## src/shared/bst_pkg.sv

```systemverilog
// Package of constants and types for the boundary-scan test port
package bst_pkg;

  // ****************************************
  // Instruction codes
  // ****************************************
  localparam int          IR_WIDTH    = 16;
  localparam logic [15:0] INS_EXTEST  = 16'hffe8;
  localparam logic [15:0] INS_IDENT   = 16'hfffe;
  localparam logic [15:0] INS_SAMPLE  = 16'hfff8;
  localparam logic [15:0] INS_FLOAT   = 16'hffcf;
  localparam logic [15:0] INS_CLAMP   = 16'hffef;
  localparam logic [15:0] INS_BYPASS  = 16'hffff;
  // Capture pattern loaded into the instruction register (low bits 01)
  localparam logic [15:0] IR_CAPTURE  = 16'h0001;

  // ****************************************
  // Identification register layout
  // ****************************************
  localparam int          ID_VER_LSB  = 28;
  localparam int          ID_PART_LSB = 12;
  localparam int          ID_BANK_LSB = 8;
  localparam int          ID_MFR_LSB  = 1;
  localparam logic        ID_FIXED_ONE = 1'b1;

  // ****************************************
  // Sequencing counts
  // ****************************************
  localparam logic [2:0]  FORCE_RESET_PERIODS = 3'h5;

  // ****************************************
  // Types
  // ****************************************
  typedef enum logic [3:0] {
    ST_RESET    = 4'h0, ST_IDLE     = 4'h1,
    ST_DR_SEL   = 4'h2, ST_DR_CAP   = 4'h3,
    ST_DR_SHIFT = 4'h4, ST_DR_EXIT1 = 4'h5,
    ST_DR_PAUSE = 4'h6, ST_DR_EXIT2 = 4'h7,
    ST_DR_UPD   = 4'h8, ST_IR_SEL   = 4'h9,
    ST_IR_CAP   = 4'ha, ST_IR_SHIFT = 4'hb,
    ST_IR_EXIT1 = 4'hc, ST_IR_PAUSE = 4'hd,
    ST_IR_EXIT2 = 4'he, ST_IR_UPD   = 4'hf
  } bst_state_t;

  // Selected serial path
  typedef enum logic [1:0] {
    PATH_BYPASS = 2'h0,
    PATH_IDENT  = 2'h1,
    PATH_CHAIN  = 2'h2
  } bst_path_t;

  // Test-clock edge events after sampling
  typedef struct packed {
    logic rise;
    logic fall;
    logic modeSel;
    logic dataIn;
  } bst_edge_t;

endpackage

```

## src/core/bst_tap.sv

```systemverilog
// Boundary-scan test access port: controller, instruction and data registers
//
// Summary of operation
// Four pins drive controller and registers
// Mode and data inputs pulled high
// Test clock input pulled low
// Sixteen-state controller stepped by mode-select
// Reset state on reset or five highs
// Reset loads identification instruction
// Instruction picks the serial data path
// External test drives pins from chain
// Identification selects 32-bit identity register
// Sample captures chain, pins stay normal
// Float tristates outputs, bypass path
// Clamp holds cell values, bypass path
// All-ones bypass, pins stay normal
// Cells: shift flop plus update latch
// Cells capture, shift, update, pass through
// Chain covers every digital pin
// Identity fields at their bit ranges
// Maker field drops parity bit
// Sample on rise, drive out on fall
// Test reset asynchronous, system undisturbed; the code samples it through the two-flop synchroniser instead
`timescale 1ns/1ps
`default_nettype none

module bst_tap
  import bst_pkg::*;
#(
  parameter int          NUM_CELLS = 8,
  parameter logic [3:0]  VERSION   = 4'h1,  // Arbitrary value
  parameter logic [15:0] PART_ID   = 16'h1234,  // Arbitrary value
  parameter logic [3:0]  MFR_BANK  = 4'h2,  // Arbitrary value
  parameter logic [7:0]  MFR_CODE  = 8'h35  // Arbitrary value
) (
  input  wire logic                 clk,
  input  wire logic                 rst_b,
  input  wire logic                 tck,
  input  wire logic                 tms,
  input  wire logic                 tdi,
  input  wire logic                 trst_b,
  input  wire logic                 tmsOpen,
  input  wire logic                 tdiOpen,
  input  wire logic                 tckOpen,
  output logic                      tdo,
  output logic                      tdoEn,
  input  wire logic [NUM_CELLS-1:0] sysOut,
  input  wire logic [NUM_CELLS-1:0] sysOe,
  input  wire logic [NUM_CELLS-1:0] pinIn,
  output logic      [NUM_CELLS-1:0] pinOut,
  output logic      [NUM_CELLS-1:0] pinOe,
  output logic      [NUM_CELLS-1:0] coreIn,
  output logic                      testMode
);

  // ****************************************
  // Pin conditioning
  // ****************************************
  logic      tmsPin;
  logic      tdiPin;
  logic      tckPin;
  bst_edge_t edges;
  logic      trstSync_b;

  // Weak pulls: open inputs resolve to their pull levels
  assign tmsPin = tmsOpen ? 1'b1 : tms;
  assign tdiPin = tdiOpen ? 1'b1 : tdi;
  assign tckPin = tckOpen ? 1'b0 : tck;

  // All four test input pins enter through the synchroniser
  bst_pin_sync u_sync (
    .clk        (clk),
    .rst_b      (rst_b),
    .tck        (tckPin),
    .tms        (tmsPin),
    .tdi        (tdiPin),
    .trst_b     (trst_b),
    .edges      (edges),
    .trstSync_b (trstSync_b)
  );

  // ****************************************
  // Controller
  // ****************************************
  bst_state_t state_q;
  bst_state_t state_d;
  logic [2:0] highCnt_q;
  logic       forceRst;

  // Next state from mode-select, taken on the rising test clock
  always_comb begin
    state_d = state_q;
    case (state_q)
      ST_RESET:    state_d = edges.modeSel ? ST_RESET : ST_IDLE;
      ST_IDLE:     state_d = edges.modeSel ? ST_DR_SEL : ST_IDLE;
      ST_DR_SEL:   state_d = edges.modeSel ? ST_IR_SEL : ST_DR_CAP;
      ST_DR_CAP:   state_d = edges.modeSel ? ST_DR_EXIT1 : ST_DR_SHIFT;
      ST_DR_SHIFT: state_d = edges.modeSel ? ST_DR_EXIT1 : ST_DR_SHIFT;
      ST_DR_EXIT1: state_d = edges.modeSel ? ST_DR_UPD : ST_DR_PAUSE;
      ST_DR_PAUSE: state_d = edges.modeSel ? ST_DR_EXIT2 : ST_DR_PAUSE;
      ST_DR_EXIT2: state_d = edges.modeSel ? ST_DR_UPD : ST_DR_SHIFT;
      ST_DR_UPD:   state_d = edges.modeSel ? ST_DR_SEL : ST_IDLE;
      ST_IR_SEL:   state_d = edges.modeSel ? ST_RESET : ST_IR_CAP;
      ST_IR_CAP:   state_d = edges.modeSel ? ST_IR_EXIT1 : ST_IR_SHIFT;
      ST_IR_SHIFT: state_d = edges.modeSel ? ST_IR_EXIT1 : ST_IR_SHIFT;
      ST_IR_EXIT1: state_d = edges.modeSel ? ST_IR_UPD : ST_IR_PAUSE;
      ST_IR_PAUSE: state_d = edges.modeSel ? ST_IR_EXIT2 : ST_IR_PAUSE;
      ST_IR_EXIT2: state_d = edges.modeSel ? ST_IR_UPD : ST_IR_SHIFT;
      ST_IR_UPD:   state_d = edges.modeSel ? ST_DR_SEL : ST_IDLE;
      default:     state_d = ST_RESET;
    endcase
  end

  // Counts rising edges with both mode-select and data-in high
  always_ff @(posedge clk or negedge rst_b) begin
    if (!rst_b) begin
      highCnt_q <= 3'h0;
    end else if (!trstSync_b) begin
      highCnt_q <= 3'h0;
    end else if (edges.rise) begin
      if (!(edges.modeSel && edges.dataIn)) begin
        highCnt_q <= 3'h0;
      end else if (highCnt_q < FORCE_RESET_PERIODS) begin
        highCnt_q <= highCnt_q + 3'h1;
      end
    end
  end

  // Fifth consecutive high period forces the reset state
  assign forceRst = edges.rise && edges.modeSel && edges.dataIn &&
                    (highCnt_q == FORCE_RESET_PERIODS - 3'h1);

  // The reset pin goes through the synchroniser, so its effect lags by two clk cycles
  always_ff @(posedge clk or negedge rst_b) begin
    if (!rst_b) begin
      state_q <= ST_RESET;
    end else if (!trstSync_b || forceRst) begin
      state_q <= ST_RESET;
    end else if (edges.rise) begin
      state_q <= state_d;
    end
  end

  // ****************************************
  // Instruction register
  // ****************************************
  logic [IR_WIDTH-1:0] irShift_q;
  logic [IR_WIDTH-1:0] ir_q;
  logic                rstState;

  assign rstState = (state_q == ST_RESET);

  // Shift stage captures the fixed pattern, update stage holds the live code
  always_ff @(posedge clk or negedge rst_b) begin
    if (!rst_b) begin
      irShift_q <= IR_CAPTURE;
      ir_q      <= INS_IDENT;
    end else if (rstState) begin
      ir_q <= INS_IDENT;
    end else if (edges.rise) begin
      case (state_q)
        ST_IR_CAP:   irShift_q <= IR_CAPTURE;
        ST_IR_SHIFT: irShift_q <= {edges.dataIn, irShift_q[IR_WIDTH-1:1]};
        default:     irShift_q <= irShift_q;
      endcase
    end else if (edges.fall && state_q == ST_IR_UPD) begin
      ir_q <= irShift_q;
    end
  end

  // ****************************************
  // Instruction decode
  // ****************************************
  // Decodes which serial path an instruction selects; unknown codes take bypass
  function automatic bst_path_t pathOf(input logic [IR_WIDTH-1:0] code);
    if (code == INS_EXTEST || code == INS_SAMPLE) begin
      pathOf = PATH_CHAIN;
    end else if (code == INS_IDENT) begin
      pathOf = PATH_IDENT;
    end else begin
      pathOf = PATH_BYPASS;
    end
  endfunction

  bst_path_t path;
  logic      drivesPins;
  logic      floatAll;

  assign path       = pathOf(ir_q);
  assign drivesPins = (ir_q == INS_EXTEST) || (ir_q == INS_CLAMP);
  assign floatAll   = (ir_q == INS_FLOAT);

  // ****************************************
  // Data registers
  // ****************************************
  localparam logic [31:0] ID_VALUE = {VERSION, PART_ID, MFR_BANK, MFR_CODE[6:0],
                                      ID_FIXED_ONE};
  logic [31:0]          idShift_q;
  logic                 bypass_q;
  logic [2*NUM_CELLS-1:0] chainShift_q;
  logic [2*NUM_CELLS-1:0] chainHold_q;
  logic                 drCap;
  logic                 drShift;

  assign drCap   = edges.rise && state_q == ST_DR_CAP;
  assign drShift = edges.rise && state_q == ST_DR_SHIFT;

  // Identity and bypass shifters
  always_ff @(posedge clk or negedge rst_b) begin
    if (!rst_b) begin
      idShift_q <= 32'h0;
      bypass_q  <= 1'b0;
    end else if (drCap) begin
      idShift_q <= ID_VALUE;
      bypass_q  <= 1'b0;
    end else if (drShift) begin
      idShift_q <= {edges.dataIn, idShift_q[31:1]};
      bypass_q  <= edges.dataIn;
    end
  end

  // Chain: one output cell and one enable cell per pin; capture takes the pin
  // level into the output cells and the core enable into the enable cells
  always_ff @(posedge clk or negedge rst_b) begin
    if (!rst_b) begin
      chainShift_q <= '0;
    end else if (path == PATH_CHAIN && drCap) begin
      chainShift_q <= {sysOe, pinIn};
    end else if (path == PATH_CHAIN && drShift) begin
      chainShift_q <= {edges.dataIn, chainShift_q[2*NUM_CELLS-1:1]};
    end
  end

  // Update stage moves only in the update state; power-up reset clears it, test reset leaves it holding
  always_ff @(posedge clk or negedge rst_b) begin
    if (!rst_b) begin
      chainHold_q <= '0;
    end else if (edges.fall && state_q == ST_DR_UPD && path == PATH_CHAIN) begin
      chainHold_q <= chainShift_q;
    end
  end

  // ****************************************
  // Pin muxing
  // ****************************************
  // Registered so every pin output comes from a flop; adds one clk of lag
  always_ff @(posedge clk or negedge rst_b) begin
    if (!rst_b) begin
      pinOut   <= '0;
      pinOe    <= '0;
      coreIn   <= '0;
      testMode <= 1'b0;
    end else begin
      coreIn   <= pinIn;
      testMode <= drivesPins;
      if (floatAll) begin
        pinOut <= sysOut;
        pinOe  <= '0;
      end else if (drivesPins) begin
        pinOut <= chainHold_q[NUM_CELLS-1:0];
        pinOe  <= chainHold_q[2*NUM_CELLS-1:NUM_CELLS];
      end else begin
        pinOut <= sysOut;
        pinOe  <= sysOe;
      end
    end
  end

  // ****************************************
  // Serial output
  // ****************************************
  logic serialBit;

  // Picks the low bit of whichever register is in the path
  always_comb begin
    serialBit = bypass_q;
    if (state_q == ST_IR_SHIFT) begin
      serialBit = irShift_q[0];
    end else if (path == PATH_IDENT) begin
      serialBit = idShift_q[0];
    end else if (path == PATH_CHAIN) begin
      serialBit = chainShift_q[0];
    end
  end

  // Output changes on the falling test clock, driven only while shifting
  always_ff @(posedge clk or negedge rst_b) begin
    if (!rst_b) begin
      tdo   <= 1'b0;
      tdoEn <= 1'b0;
    end else if (edges.fall) begin
      tdo   <= serialBit;
      tdoEn <= (state_q == ST_IR_SHIFT) || (state_q == ST_DR_SHIFT);
    end
  end

  // ****************************************
  // Checks
  // ****************************************
  a_reset_loads_ident: assert property (@(posedge clk) disable iff (!rst_b)
    rstState |=> ir_q == INS_IDENT)
    else $error("Reset state did not load identification code");

  a_trst_forces_reset: assert property (@(posedge clk) disable iff (!rst_b)
    !trstSync_b |=> state_q == ST_RESET)
    else $error("Test reset did not force reset state");

  a_five_highs_reset: assert property (@(posedge clk) disable iff (!rst_b)
    forceRst |=> state_q == ST_RESET)
    else $error("Five high periods did not reset controller");

  a_state_on_rise: assert property (@(posedge clk) disable iff (!rst_b)
    (!edges.rise && trstSync_b && !forceRst && !rstState) |=> $stable(state_q))
    else $error("Controller moved without a rising test clock");

  a_tdo_on_fall: assert property (@(posedge clk) disable iff (!rst_b)
    !edges.fall |=> $stable(tdo))
    else $error("Serial output changed off the falling edge");

  a_float_outputs: assert property (@(posedge clk) disable iff (!rst_b)
    floatAll |=> pinOe == '0)
    else $error("Float instruction left an output enabled");

  a_extest_drives: assert property (@(posedge clk) disable iff (!rst_b)
    (ir_q == INS_EXTEST) |=> pinOut == $past(chainHold_q[NUM_CELLS-1:0]))
    else $error("External test not driving cell values");

  a_normal_pass: assert property (@(posedge clk) disable iff (!rst_b)
    (ir_q == INS_BYPASS || ir_q == INS_SAMPLE) |=> pinOut == $past(sysOut))
    else $error("Normal instruction did not pass system value");

  a_hold_on_update: assert property (@(posedge clk) disable iff (!rst_b)
    !(edges.fall && state_q == ST_DR_UPD) |=> $stable(chainHold_q))
    else $error("Update latch changed outside update");

  a_ident_capture: assert property (@(posedge clk) disable iff (!rst_b)
    drCap |=> idShift_q[0] == 1'b1 && idShift_q[31:28] == VERSION)
    else $error("Identity capture value wrong");

endmodule
`default_nettype wire

```

## src/core/bst_pin_sync.sv

```systemverilog
// Two-flop synchroniser and edge finder for the test-port pins
`timescale 1ns/1ps
`default_nettype none

module bst_pin_sync
  import bst_pkg::*;
(
  input  wire logic     clk,
  input  wire logic     rst_b,
  input  wire logic     tck,
  input  wire logic     tms,
  input  wire logic     tdi,
  input  wire logic     trst_b,
  output var bst_edge_t edges,
  output var logic      trstSync_b
);

  // ****************************************
  // Synchronisers
  // ****************************************
  logic [3:0] meta_q;
  logic [3:0] sync_q;
  logic       tckOld_q;

  // First stage is read only by the second stage
  always_ff @(posedge clk or negedge rst_b) begin
    if (!rst_b) begin
      // Idle pin levels: test reset, mode and data high, clock low,
      // so no false clock edge or test reset follows power-up reset
      meta_q <= 4'he;
      sync_q <= 4'he;
    end else begin
      meta_q <= {trst_b, tdi, tms, tck};
      sync_q <= meta_q;
    end
  end

  // Previous clock level for edge detection
  always_ff @(posedge clk or negedge rst_b) begin
    if (!rst_b) begin
      tckOld_q <= 1'b0;
    end else begin
      tckOld_q <= sync_q[0];
    end
  end

  assign edges.rise    = sync_q[0] & ~tckOld_q;
  assign edges.fall    = ~sync_q[0] & tckOld_q;
  assign edges.modeSel = sync_q[1];
  assign edges.dataIn  = sync_q[2];
  assign trstSync_b    = sync_q[3];

endmodule
`default_nettype wire

```

## config.mk

```make
export PLATFORM = sky130hd
export DESIGN_NAME = bst_tap
export DESIGN_NICKNAME = d
export VERILOG_FILES = /design/src/shared/bst_pkg.sv /design/src/core/bst_tap.sv /design/src/core/bst_pin_sync.sv
export SDC_FILE = /design/constraint.sdc
export NUM_CORES = 1
export LEC_CHECK = 0
export BUFFER_PORTS_ARGS = -buffer_cell sky130_fd_sc_hd__buf_2
export CORE_AREA = 3 3 129 94
export CTS_BUF_LIST = sky130_fd_sc_hd__clkbuf_8
export DETAILED_ROUTE_END_ITERATION = 8
export DIE_AREA = 0 0 132 97
export PLACE_DENSITY = 0.77
export SYNTH_ARGS = -nofsm -noshare
export SYNTH_HDL_FRONTEND = slang
export SYNTH_SLANG_ARGS = --single-unit
```

## constraint.sdc

```tcl
create_clock -name clk -period 2.6 [get_ports clk]
set_clock_uncertainty 0.1 [all_clocks]
set_input_delay 0.26 -clock clk [delete_from_list [all_inputs] [get_ports clk]]
set_output_delay 0.26 -clock clk [all_outputs]
set_load 0.02 [all_outputs]
```

==> results of run 1 <==
## kinds of logic (layout without fill, tap and decap cells)
logic type / Yosys count / after routing / synth area share
compound gates: 101 / 101 / 0.0960
xor+xnor: 1 / 1 / 0.00146
fa+ha+maj: 2 / 2 / 0.00417
buf+inv: 40 / 146 / 0.0287
flops: 139 / 139 / 0.584
mux: 56 / 56 / 0.111
simple gates: 222 / 222 / 0.175
## path summary, 6_finish.rpt
kind,startpoint,endpoint,slack [ns]
worst max-delay path,ir_q[5]$_DFFE_PN1P_,chainShift_q[1]$_DFFE_PN0P_,0.15
min in group asynchronous,rst_b,irShift_q[11]$_DFFE_PN0P_,0.32
worst min register to register,u_sync.meta_q[3]$_DFF_PN1_,u_sync.sync_q[3]$_DFF_PN1_,0.26
max in group asynchronous,rst_b,u_sync.sync_q[2]$_DFF_PN1_,1.31
worst max register to register,ir_q[5]$_DFFE_PN1P_,chainShift_q[1]$_DFFE_PN0P_,0.15
worst min-delay path,sysOe[6],pinOe[6]$_DFF_PN0_,0.03
## area by class of cell
| cell class | instances | share of cell area |
|---|---|---|
| inverter | 6 | 0.00314 |
| clock buffer | 21 | 0.0403 |
| timing repair buffer | 108 | 0.104 |
| multi-input combinational | 382 | 0.324 |
| clock inverter | 11 | 0.0133 |
| tap | 153 | 0.0267 |
| sequential | 139 | 0.489 |
## cells in the final DEF (no fill, tap or decap), types with 14 or more instances in the layout
master / netlist / final
a21oi_1: 14 / 14
nand2_1: 121 / 121
dlygate4sd3_1: 0 / 30
clkbuf_8: 0 / 21
buf_2: 0 / 58
mux2_2: 46 / 46
buf_4: 0 / 19
nand3_1: 28 / 28
o21ai_0: 61 / 61
dfrtp_1: 117 / 117
nor2_1: 20 / 20
dfstp_2: 22 / 22
inv_1: 6 / 14
## stage by stage
stage,hold slack [ns],setup WS [ns],utilization,instances
after floorplan,-0.136,0.225,-,561
final,0.0267,0.152,0.656,820
after global routing,0.0474,0.0932,0.656,820
after CTS,0.00184,0.261,0.656,820
after detailed placement,0.239,0.280,0.594,758
after global placement,0.235,0.318,0.594,758
## layer usage
metal  up-vias  GRT usage
met4         0     0.0605
met1      2153      0.300
met3        21     0.0437
li1       2121          -
met5         -          0
met2       113      0.326
## cell usage after synthesis, types with 4 or more instances
library cell and n:
clkbuf_1 31, nand3_1 28, a21oi_1 14, nor2b_1 5, nand4_1 9, o21ai_0 61
nor2_1 20, dfstp_2 22, dfrtp_1 117, nand2_1 121, mux2_2 46, or2_2 4
and3_1 4, inv_1 6, mux2_4 10, nand2b_1 7
## flip-flops by register name (all words and copies together), names as in the netlist, 3 cells and up
| name | count |
|---|---|
| state_q | 4 |
| u_sync.sync_q | 4 |
| chainShift_q | 16 |
| u_sync.meta_q | 4 |
| pinOut | 8 |
| highCnt_q | 3 |
| ir_q | 16 |
| idShift_q | 32 |
| chainHold_q | 16 |
| pinOe | 8 |
| coreIn | 8 |
| irShift_q | 16 |
## where the power goes
part	total (mW)	switching, mW	internal, mW
registers	2.24	0.0292	2.21
logic	0.245	0.131	0.114
clock network	1.70	0.769	0.927
## what timing repair did
| action | CTS | global route |
|---|---|---|
| setup buffers | 0 | 0 |
| hold buffers | 30 | 0 |
| hold endpoints to repair | 83 | 0 |
## worst min-delay path: cells and delay by family
family          cells  cell delay [ns]
compound gates      2             0.13
buf+inv             1             0.12
==> impl_metrics.json, run 1 <==
{
  "drt_iter0_markers": 290,
  "wl_um": 12800,
  "crit_required_ns": 2.82,
  "io_pins": 60,
  "criticalPathCategory": "reg -> reg",
  "firstDrtPassIters": 5,
  "slowest_stage": "or4_4",
  "path_clk_slew_ns": 0.07,
  "filler_cell_count": 835,
  "dpl.hpwl_um": 8060,
  "syn_area_mm2": 0.00601,
  "synth-seq-cells": 139,
  "yosysUniqueCellTypes": 50,
  "cts_resized": 0,
  "cts_tree": "yes",
  "hold_viol": 0,
  "top_layer": "met4",
  "arrival_ns": 2.67,
  "p_leak_nw": 3.31,
  "rsz0062_at_grt": "no",
  "cp_num_buf_inv": 0,
  "crit_fanout": 16,
  "finalCritPeriodShare": 0.942,
  "grt_max_degree": 78,
  "crit_path_start_kind": "flip-flop",
  "hp-class": "in -> reg",
  "cts_max_path_buffers": 2,
  "worstHoldPathCells": 3,
  "setup_violations": 0,
  "antenna_left": 0,
  "synth_edf_count": 0,
  "cts_made_buffers": 17,
  "reg2reg_depth": 4,
  "num-nets-final": 689,
  "cpLargestDelayFamily": "simple AND/OR/NAND/NOR gates",
  "worstSetupEndpointType": "flip-flop",
  "vias": 4408,
  "drive_above_1_share": 0.283,
  "die_area_mm2": 0.0128,
  "synth_top_flop_cell": "dfrtp_1",
  "finalPower_mw": 4.18,
  "synthCells": 561,
  "regArea_mm2": 0.00351,
  "post_dp_cell_area_mm2": 0.00649,
  "num_rows": 32,
  "slew_headroom": 0.496,
  "areaGrowthSynthToFinish_pct": 19.5,
  "grt.overflow.total": 0,
  "wl_met3_um": 531,
  "tightest_slew_ns": 0.754,
  "ys_seq_area_frac": 0.584,
  "wl_per_cell_um": 15.6,
  "start_util": 0.549,
  "antenna_cells": 0,
  "layout_min_cycle_time_ns": 2.45,
  "die_h_um": 97,
  "wl_met2_um": 6020,
  "clock-sinks": 139,
  "cts_max_level": 4,
  "slowest_delay_ns": 0.60,
  "maxCapViolCount": 0,
  "yosysTopAreaCell": "dfrtp_1",
  "wl_met1_um": 6040,
  "stdcell_area_mm2": 0.00718,
  "path_depth": 4,
  "core_area_mm2": 0.0109,
  "die_w_um": 132,
  "syn_nets": 596,
  "avgViaCountPerCell": 5.38,
  "drc": 0,
  "ir_drop_uv": 477,
  "fmax_ghz": 0.408,
  "yosysTopAreaCellShare": 0.488,
  "synth_area_per_cell_um2": 10.7,
  "synth-async-reset-ratio": 1.00,
  "drv_slew": 0,
  "clk_latency_ns": 0.43,
  "yosys-top-cells-area": "dfrtp_1 49%, dfstp_2 9.6%, mux2_2 8.6%, nand2_1 7.6%, o21ai_0 5.1%",
  "grt.total_usage": 0.210,
  "multi_input_area_mm2": 0.00233,
  "powerDensity_mw_per_mm2": 582,
  "antenna_found_initial": 0,
  "tns_ns": 0,
  "gp_congestion": 0.834,
  "crit_chain": "nor4b_1 -> nand2_1 -> or4_4 -> mux2_4",
  "outcome": "completed",
  "grt_pass1_vias": 4353,
  "cts-root-buf": "clkbuf_8",
  "yosys_warnings": 0,
  "portBuffers": 59,
  "grt_pass1_wl_um": 21600
}
Note: power is estimated with default switching activity, not from simulation.
==> run 2, diff against run 1 <==
- ABC_AREA: not set -> 1
- CORE_AREA: 3 3 129 94 -> 3 3 132 95
- DIE_AREA: 0 0 132 97 -> 0 0 135 98
==> run 2 against run 1 <==
Compared with the run above: synthesized cell count rose by 23%; largest power group unchanged; worst hold slack got worse by 0.012 ns; first-iteration DRC count rose by 34%; largest cell class unchanged; cell count rose by 15%.
==> impl_metrics.json, run 2 <==
{
  "cts_max_level": 4,
  "outcome": "completed",
  "regMostFlops": "idShift_q",
  "slew_headroom": 0.561,
  "syn_nets": 723,
  "yosysTopAreaCell": "dfrtp_1",
  "synth_compound_area_frac": 0.113,
  "startpoint": "state_q[1]$_DFFE_PN0P_",
  "wl_per_cell_um": 14.5,
  "wl_um": 13700,
  "num-nets-final": 814,
  "cts_max_path_buffers": 2,
  "final_common_cell": "nand2_1",
  "setup_violations": 0,
  "synth_xor_area_frac": 0.00141,
  "drive_above_1_share": 0.226,
  "die_h_um": 98,
  "synth_edf_count": 0,
  "yosysTopAreaCellShare": 0.471,
  "tightest_slew_ns": 0.654,
  "holdWs_ns": 0.0142,
  "largest_register_ff_count": 32,
  "comb_power_share": 0.056,
  "clock-sinks": 139,
  "fmax_ghz": 0.489,
  "synth.most_common_cell": "nand2_1",
  "synth_area_per_cell_um2": 9.04,
  "tns_ns": 0,
  "grt_pass1_vias": 4721,
  "synth_top_family_by_area": "simple AND/OR/NAND/NOR gates",
  "crit_chain": "nand2_4 -> inv_2 -> nand2_4 -> nor2_8 -> inv_1 -> nor2_2 -> nand2_1 -> nand3_1 -> o21ai_1",
  "power.internal_mw": 3.19,
  "io_pins": 60,
  "dpl.hpwl_um": 9210,
  "use_met1": 0.310,
  "layout_min_cycle_time_ns": 2.05,
  "crit_fanout": 21,
  "num_rows": 32,
  "synth_top_flop_cell": "dfrtp_1",
  "power.switching_mw": 1.04,
  "cts_made_buffers": 17,
  "final_cell_mix": "216 x nand2_1, 117 x dfrtp_1, 63 x o21ai_0",
  "pre_cts_slack_ns": 0.594,
  "drc": 0,
  "worstSetupEndpointType": "flip-flop",
  "grt.overflow.total": 0,
  "cts_resized": 0,
  "dp.cells": 885,
  "firstDrtPassIters": 7,
  "antenna_found_initial": 0,
  "yosys.area_share.adder": 0.00402,
  "seqPwrFrac": 0.524,
  "slowest_delay_ns": 0.58,
  "crit_required_ns": 2.82,
  "portBuffers": 59,
  "core_area_mm2": 0.0112,
  "hold_viol": 0,
  "grt-busiest-layer": "met2",
  "p_clk_frac": 0.420,
  "cts-root-buf": "clkbuf_8",
  "gp_congestion": 0.934,
  "slowest_stage": "dfrtp_1",
  "hold_start": "sysOe[5]",
  "drt_iter0_markers": 390,
  "die_area_mm2": 0.0132,
  "p_leak_nw": 3.79,
  "synth_common_cells": "216 x nand2_1, 117 x dfrtp_1, 63 x o21ai_0",
  "cts_tree": "yes",
  "arrival_ns": 2.27,
  "crit_path_start_kind": "flip-flop",
  "drv_slew": 0,
  "rsz0062_at_grt": "no",
  "ys_seq_area_frac": 0.564,
  "areaGrowthSynthToFinish_pct": 17.6,
  "synthMuxAreaShare": 0,
  "yosys-top-cells-area": "dfrtp_1 47%, nand2_1 13%, dfstp_2 9.3%, o21ai_0 5.1%, inv_1 3.4%",
  "yosys_warnings": 0,
  "vias": 4991,
  "grt_util_met2": 0.326,
  "clk_latency_ns": 0.44,
  "criticalPathCategory": "reg -> reg",
  "path_clk_slew_ns": 0.09,
  "postCtsSetupBuffers": 0,
  "synthCells": 688,
  "grt_use_met3": 0.0427,
  "yosysUniqueCellTypes": 35,
  "start_util": 0.557,
  "grt_pass1_wl_um": 22900,
  "maxCapViolCount": 0,
  "crit-reg2reg-launch": "state_q[1]$_DFFE_PN0P_",
  "crit_path_frequent_cell": "nand2_4",
  "synth-seq-cells": 139,
  "avgViaCountPerCell": 5.28,
  "yosys.area_share.simple": 0.251,
  "ir_drop_uv": 423,
  "final_cells": 945,
  "grt.total_usage": 0.216,
  "antenna_cells": 0,
  "powerDensity_mw_per_mm2": 578,
  "syn_area_mm2": 0.00622,
  "hp-class": "in -> reg",
  "die_w_um": 135,
  "antenna_left": 0,
  "finalCritPeriodShare": 0.787,
  "grt_max_degree": 68,
  "post-route-worst-setup-slack_ns": 0.554,
  "switching_share": 0.246,
  "synth-async-reset-ratio": 1.00
}
==> run 2: cell types whose count changed after synthesis, moves of 10 or more <==
| cell | previous run | this run |
|---|---|---|
| clkbuf_1 | 31 | 3 |
| mux2_2 | 46 | 0 |
| o21ai_2 | 0 | 16 |
| inv_2 | 0 | 12 |
| nor2_1 | 20 | 31 |
| mux2_4 | 10 | 0 |
| nand2_1 | 121 | 216 |
| o21ai_1 | 1 | 17 |
| buf_2 | 0 | 10 |
| a21oi_1 | 14 | 24 |
| inv_1 | 6 | 57 |
| nand3_1 | 28 | 38 |
==> run 2: worst paths after layout <==
check / to / slack, ns / cells after the start
hold / removal: pinOe[5]$_DFF_PN0_ / 0.01 / 3
min in group asynchronous: irShift_q[10]$_DFFE_PN0P_ / 0.28 / 2
setup reg to reg: chainShift_q[14]$_DFFE_PN0P_ / 0.55 / 9
setup / recovery: chainShift_q[14]$_DFFE_PN0P_ / 0.55 / 9
hold reg to reg: u_sync.sync_q[3]$_DFF_PN1_ / 0.26 / 0
max in group asynchronous: u_sync.sync_q[2]$_DFF_PN1_ / 1.39 / 3
==> run 2: cell families (layout without fill, tap and decap cells) <==
logic type / after synthesis / count (layout)
adders and majority gates: 2 / 2
AOI/OAI and AO/OA: 126 / 126
and+or+nand+nor: 328 / 328
xor gates and xnor gates: 1 / 1
DFF: 139 / 139
buffers and inverters: 92 / 196
==> run 2: layout make-up <==
type	instances	area [µm²]
Fill cell	862	3860
Sequential cell	139	3510
Multi-Input combinational cell	457	2300
Timing Repair Buffer	94	647
Inverter	70	263
Clock buffer	18	248
Tap cell	153	191
Clock inverter	14	161
==> run 2: what timing repair did <==
| action | in CTS | in global routing |
|---|---|---|
| setup endpoints to repair | 0 | 0 |
| hold buffers | 28 | 0 |
| endpoints found under the hold margin | 74 | 0 |
==> run 2: power groups by stage <==
| stage | Combinational [mW] | Clock (mW) | Sequential (mW) |
|---|---|---|---|
| floorplan | 0.0641 | 0 | 2.28 |
| global placement | 0.202 | 0 | 2.25 |
| detailed placement | 0.207 | 0 | 2.26 |
| CTS | 0.241 | 1.79 | 2.21 |
| global route | 0.264 | 1.89 | 2.22 |
| finish | 0.239 | 1.77 | 2.22 |
==> run 2: critical path, delay by kind of cell (launching register included) <==
family,cells,cell delay (ns)
AND/OR/NAND/NOR,6,0.97
AO/OA/AOI/OAI,1,0.07
buffers and inverters,2,0.20
flip-flops,1,0.58
==> run 2: per-stage QoR <==
stage	utilization	area [µm²]	power, mW
finish	0.655	7310	4.23
global placement	0.593	6620	2.46
detailed placement	0.593	6620	2.46
global route	0.655	7310	4.37
floorplan	-	6220	2.35
CTS	0.655	7310	4.25
==> run 2: per-layer routing <==
metal  share of wire  routed length, µm
met5               0                  0
met3           0.063                859
met4           0.020                267
met2            0.45               6150
met1            0.47               6380
==> run 3, diff against run 2 <==
- clock period: 2.6 -> 1.66 ns (I/O delays scaled with it)
==> run 3 against run 2 <==
Compared with the run above: worst hold slack gained 0.077 ns; register-to-register slack got worse by 0.65 ns; cell count grew 4.4%; non-clock buffer count increased by 40; via count up 3.6%; combinational power is 76% higher; sequential power increased by 56%; die area is the same; worst setup slack lost 0.65 ns; utilization is 5.2 points higher; highest routed layer unchanged; clock-buffer cell count is 1 lower; the flow now finishes with violations (setup timing); critical endpoint is now chainHold_q[1]$_DFFE_PN0P_; sequential share of layout area fell by 3.5 points.
==> impl_metrics.json, run 3 (same netlist as run 2, synthesis figures left out) <==
{
  "areaGrowthSynthToFinish_pct": 27.0,
  "hold_viol": 0,
  "criticalPathCategory": "reg -> reg",
  "tns_ns": -3.28,
  "wl_per_cell_um": 14.8,
  "crit_fanout": 32,
  "comb_power_share": 0.064,
  "finalPower_mw": 6.55,
  "largest_register_ff_count": 32,
  "slowest_stage": "dfstp_2",
  "seqPwrFrac": 0.529,
  "grt_max_degree": 40,
  "power.internal_mw": 4.94,
  "grt_pass1_wl_um": 23700,
  "clk_latency_ns": 0.44,
  "reg2reg_depth": 8,
  "drc": 0,
  "layout_min_cycle_time_ns": 1.76,
  "clock-sinks": 139,
  "firstDrtPassIters": 8,
  "violations": "setup timing",
  "p_clk_frac": 0.407,
  "p_leak_nw": 4.02,
  "grt.overflow.total": 0,
  "finalCritPeriodShare": 1.06,
  "cpLargestDelayFamily": "simple AND/OR/NAND/NOR gates",
  "cts_max_level": 4,
  "grt.total_usage": 0.223,
  "antenna_cells": 0,
  "final_common_cell": "nand2_1",
  "arrival_ns": 1.99,
  "cts_tree": "yes",
  "avgViaCountPerCell": 5.24,
  "rsz0062_at_grt": "yes",
  "power.switching_mw": 1.61,
  "worstSetupEndpointType": "flip-flop",
  "reg2reg_slack_ns": -0.1,
  "wl_um": 14600,
  "maxCapViolCount": 0,
  "drt_iter0_markers": 473,
  "die_area_mm2": 0.0132,
  "crit_path_frequent_cell": "nand2_2",
  "post_dp_cell_area_mm2": 0.00686,
  "tightest_slew_ns": 0.407,
  "dpl.hpwl_um": 9460,
  "die_w_um": 135,
  "outcome": "finished with violations",
  "ir_drop_uv": 599,
  "start_util": 0.557,
  "num-nets-final": 856,
  "stdcell_area_mm2": 0.00790,
  "die_h_um": 98,
  "slew_headroom": 0.726,
  "vias": 5169,
  "final_cells": 987,
  "antenna_left": 0,
  "portBuffers": 59,
  "powerDensity_mw_per_mm2": 830,
  "crit-reg2reg-launch": "ir_q[10]$_DFFE_PN1P_",
  "path_clk_slew_ns": 0.08,
  "drv_slew": 0,
  "final_cell_mix": "196 x nand2_1, 113 x dfrtp_1, 58 x buf_2",
  "regMostFlops": "idShift_q",
  "crit_chain": "nand2_2 -> nor2_4 -> nand3_4 -> nor2_8 -> nand4_4 -> buf_12 -> nand2_2 -> o21ai_2",
  "switching_share": 0.246,
  "slowest_delay_ns": 0.55,
  "crit_path_start_kind": "flip-flop",
  "dp.cells": 910,
  "cp_num_buf_inv": 1,
  "crit_required_ns": 1.89,
  "antenna_found_initial": 0,
  "hp-class": "in -> async",
  "final_core_util": 0.707,
  "gp_congestion": 0.939,
  "cts_made_buffers": 17,
  "post-route-worst-setup-slack_ns": -0.0978,
  "io_pins": 60,
  "worst_r2r_endpoint": "chainHold_q[1]$_DFFE_PN0P_",
  "grt_pass1_vias": 4855,
  "fmax_ghz": 0.569,
  "cts_max_path_buffers": 2,
  "core_area_mm2": 0.0112,
  "cts-root-buf": "clkbuf_8",
  "setup_violations": 49,
  "drive_above_1_share": 0.306,
  "num_rows": 32
}
## run 3: changes by cell type in the layout (fill, tap and decap cells not counted), sizes merged
cell / before / now
inv: 74 / 72
buf: 66 / 101
nand2: 226 / 227
nor2: 44 / 45
dlygate4sd3: 28 / 32
clkinvlp: 2 / 5
## run 3: power groups by stage
stage | clock, mW | sequential [mW] | combinational [mW]
3_3_place_gp | 0 | 3.53 | 0.338
3_5_place_dp | 0 | 3.53 | 0.347
6_report | 2.66 | 3.47 | 0.420
4_1_cts | 2.71 | 3.47 | 0.410
5_1_grt | 2.87 | 3.47 | 0.462
2_1_floorplan | 0 | 3.57 | 0.100
## run 3: worst register-to-register path: stages, from the launching register on
cell and delay, ns:
dfstp_2 0.55, nand2_2 0.07, nor2_4 0.17, nand3_4 0.12
nor2_8 0.18, nand4_4 0.10, buf_12 0.20, nand2_2 0.10
o21ai_2 0.05
## run 3: area by class of cell
class	instances	area, µm²
multi-input cells	459	2470
inverters	70	278
clock buffers	17	234
repair buffers	134	1070
well taps	153	191
fillers	830	3270
clock inverters	15	149
flip-flops and latches	139	3510
## run 3: repair_timing
| action | in CTS | in global routing |
|---|---|---|
| buffers inserted | 0 | 10 |
| pin swaps | 11 | 11 |
| endpoints found under the hold margin | 172 | 0 |
| hold buffers | 32 | 0 |
| cloned | 1 | 2 |
| endpoints found under the setup margin | 49 | 104 |
| resized for setup | 24 | 50 |
## run 3: worst max-delay path by stage
| stage | depth (start not counted) | slack, ns | start | to |
|---|---|---|---|---|
| 2_1_floorplan | 8 | 0.02 | ir_q[7]$_DFFE_PN1P_ | chainHold_q[11]$_DFFE_PN0P_ |
| 3_3_place_gp | 7 | -0.10 | ir_q[9]$_DFFE_PN1P_ | pinOe[4]$_DFF_PN0_ |
| 3_5_place_dp | 8 | -0.11 | ir_q[13]$_DFFE_PN1P_ | chainShift_q[7]$_DFFE_PN0P_ |
| 4_1_cts | 8 | -0.09 | ir_q[11]$_DFFE_PN1P_ | chainShift_q[7]$_DFFE_PN0P_ |
| 5_1_grt | 8 | -0.20 | ir_q[13]$_DFFE_PN1P_ | chainShift_q[0]$_DFFE_PN0P_ |
| 6_report | 8 | -0.1 | ir_q[10]$_DFFE_PN1P_ | chainHold_q[1]$_DFFE_PN0P_ |
## run 3: metrics by stage
| stage | setup WS, ns | hold WS [ns] |
|---|---|---|
| after global placement | -0.104 | -0.00708 |
| after global routing | -0.196 | 0.112 |
| final | -0.0978 | 0.0917 |
| after detailed placement | -0.112 | 0.00301 |
| after floorplan | 0.0168 | -0.230 |
| after CTS | -0.0911 | 0.0896 |
## run 3: routing by layer
metal,track usage,vias up,share of wire
met2,0.331,194,0.45
li1,-,2484,-
met1,0.332,2459,0.47
met5,0,-,0
met4,0.0697,0,0.021
met3,0.0469,32,0.056
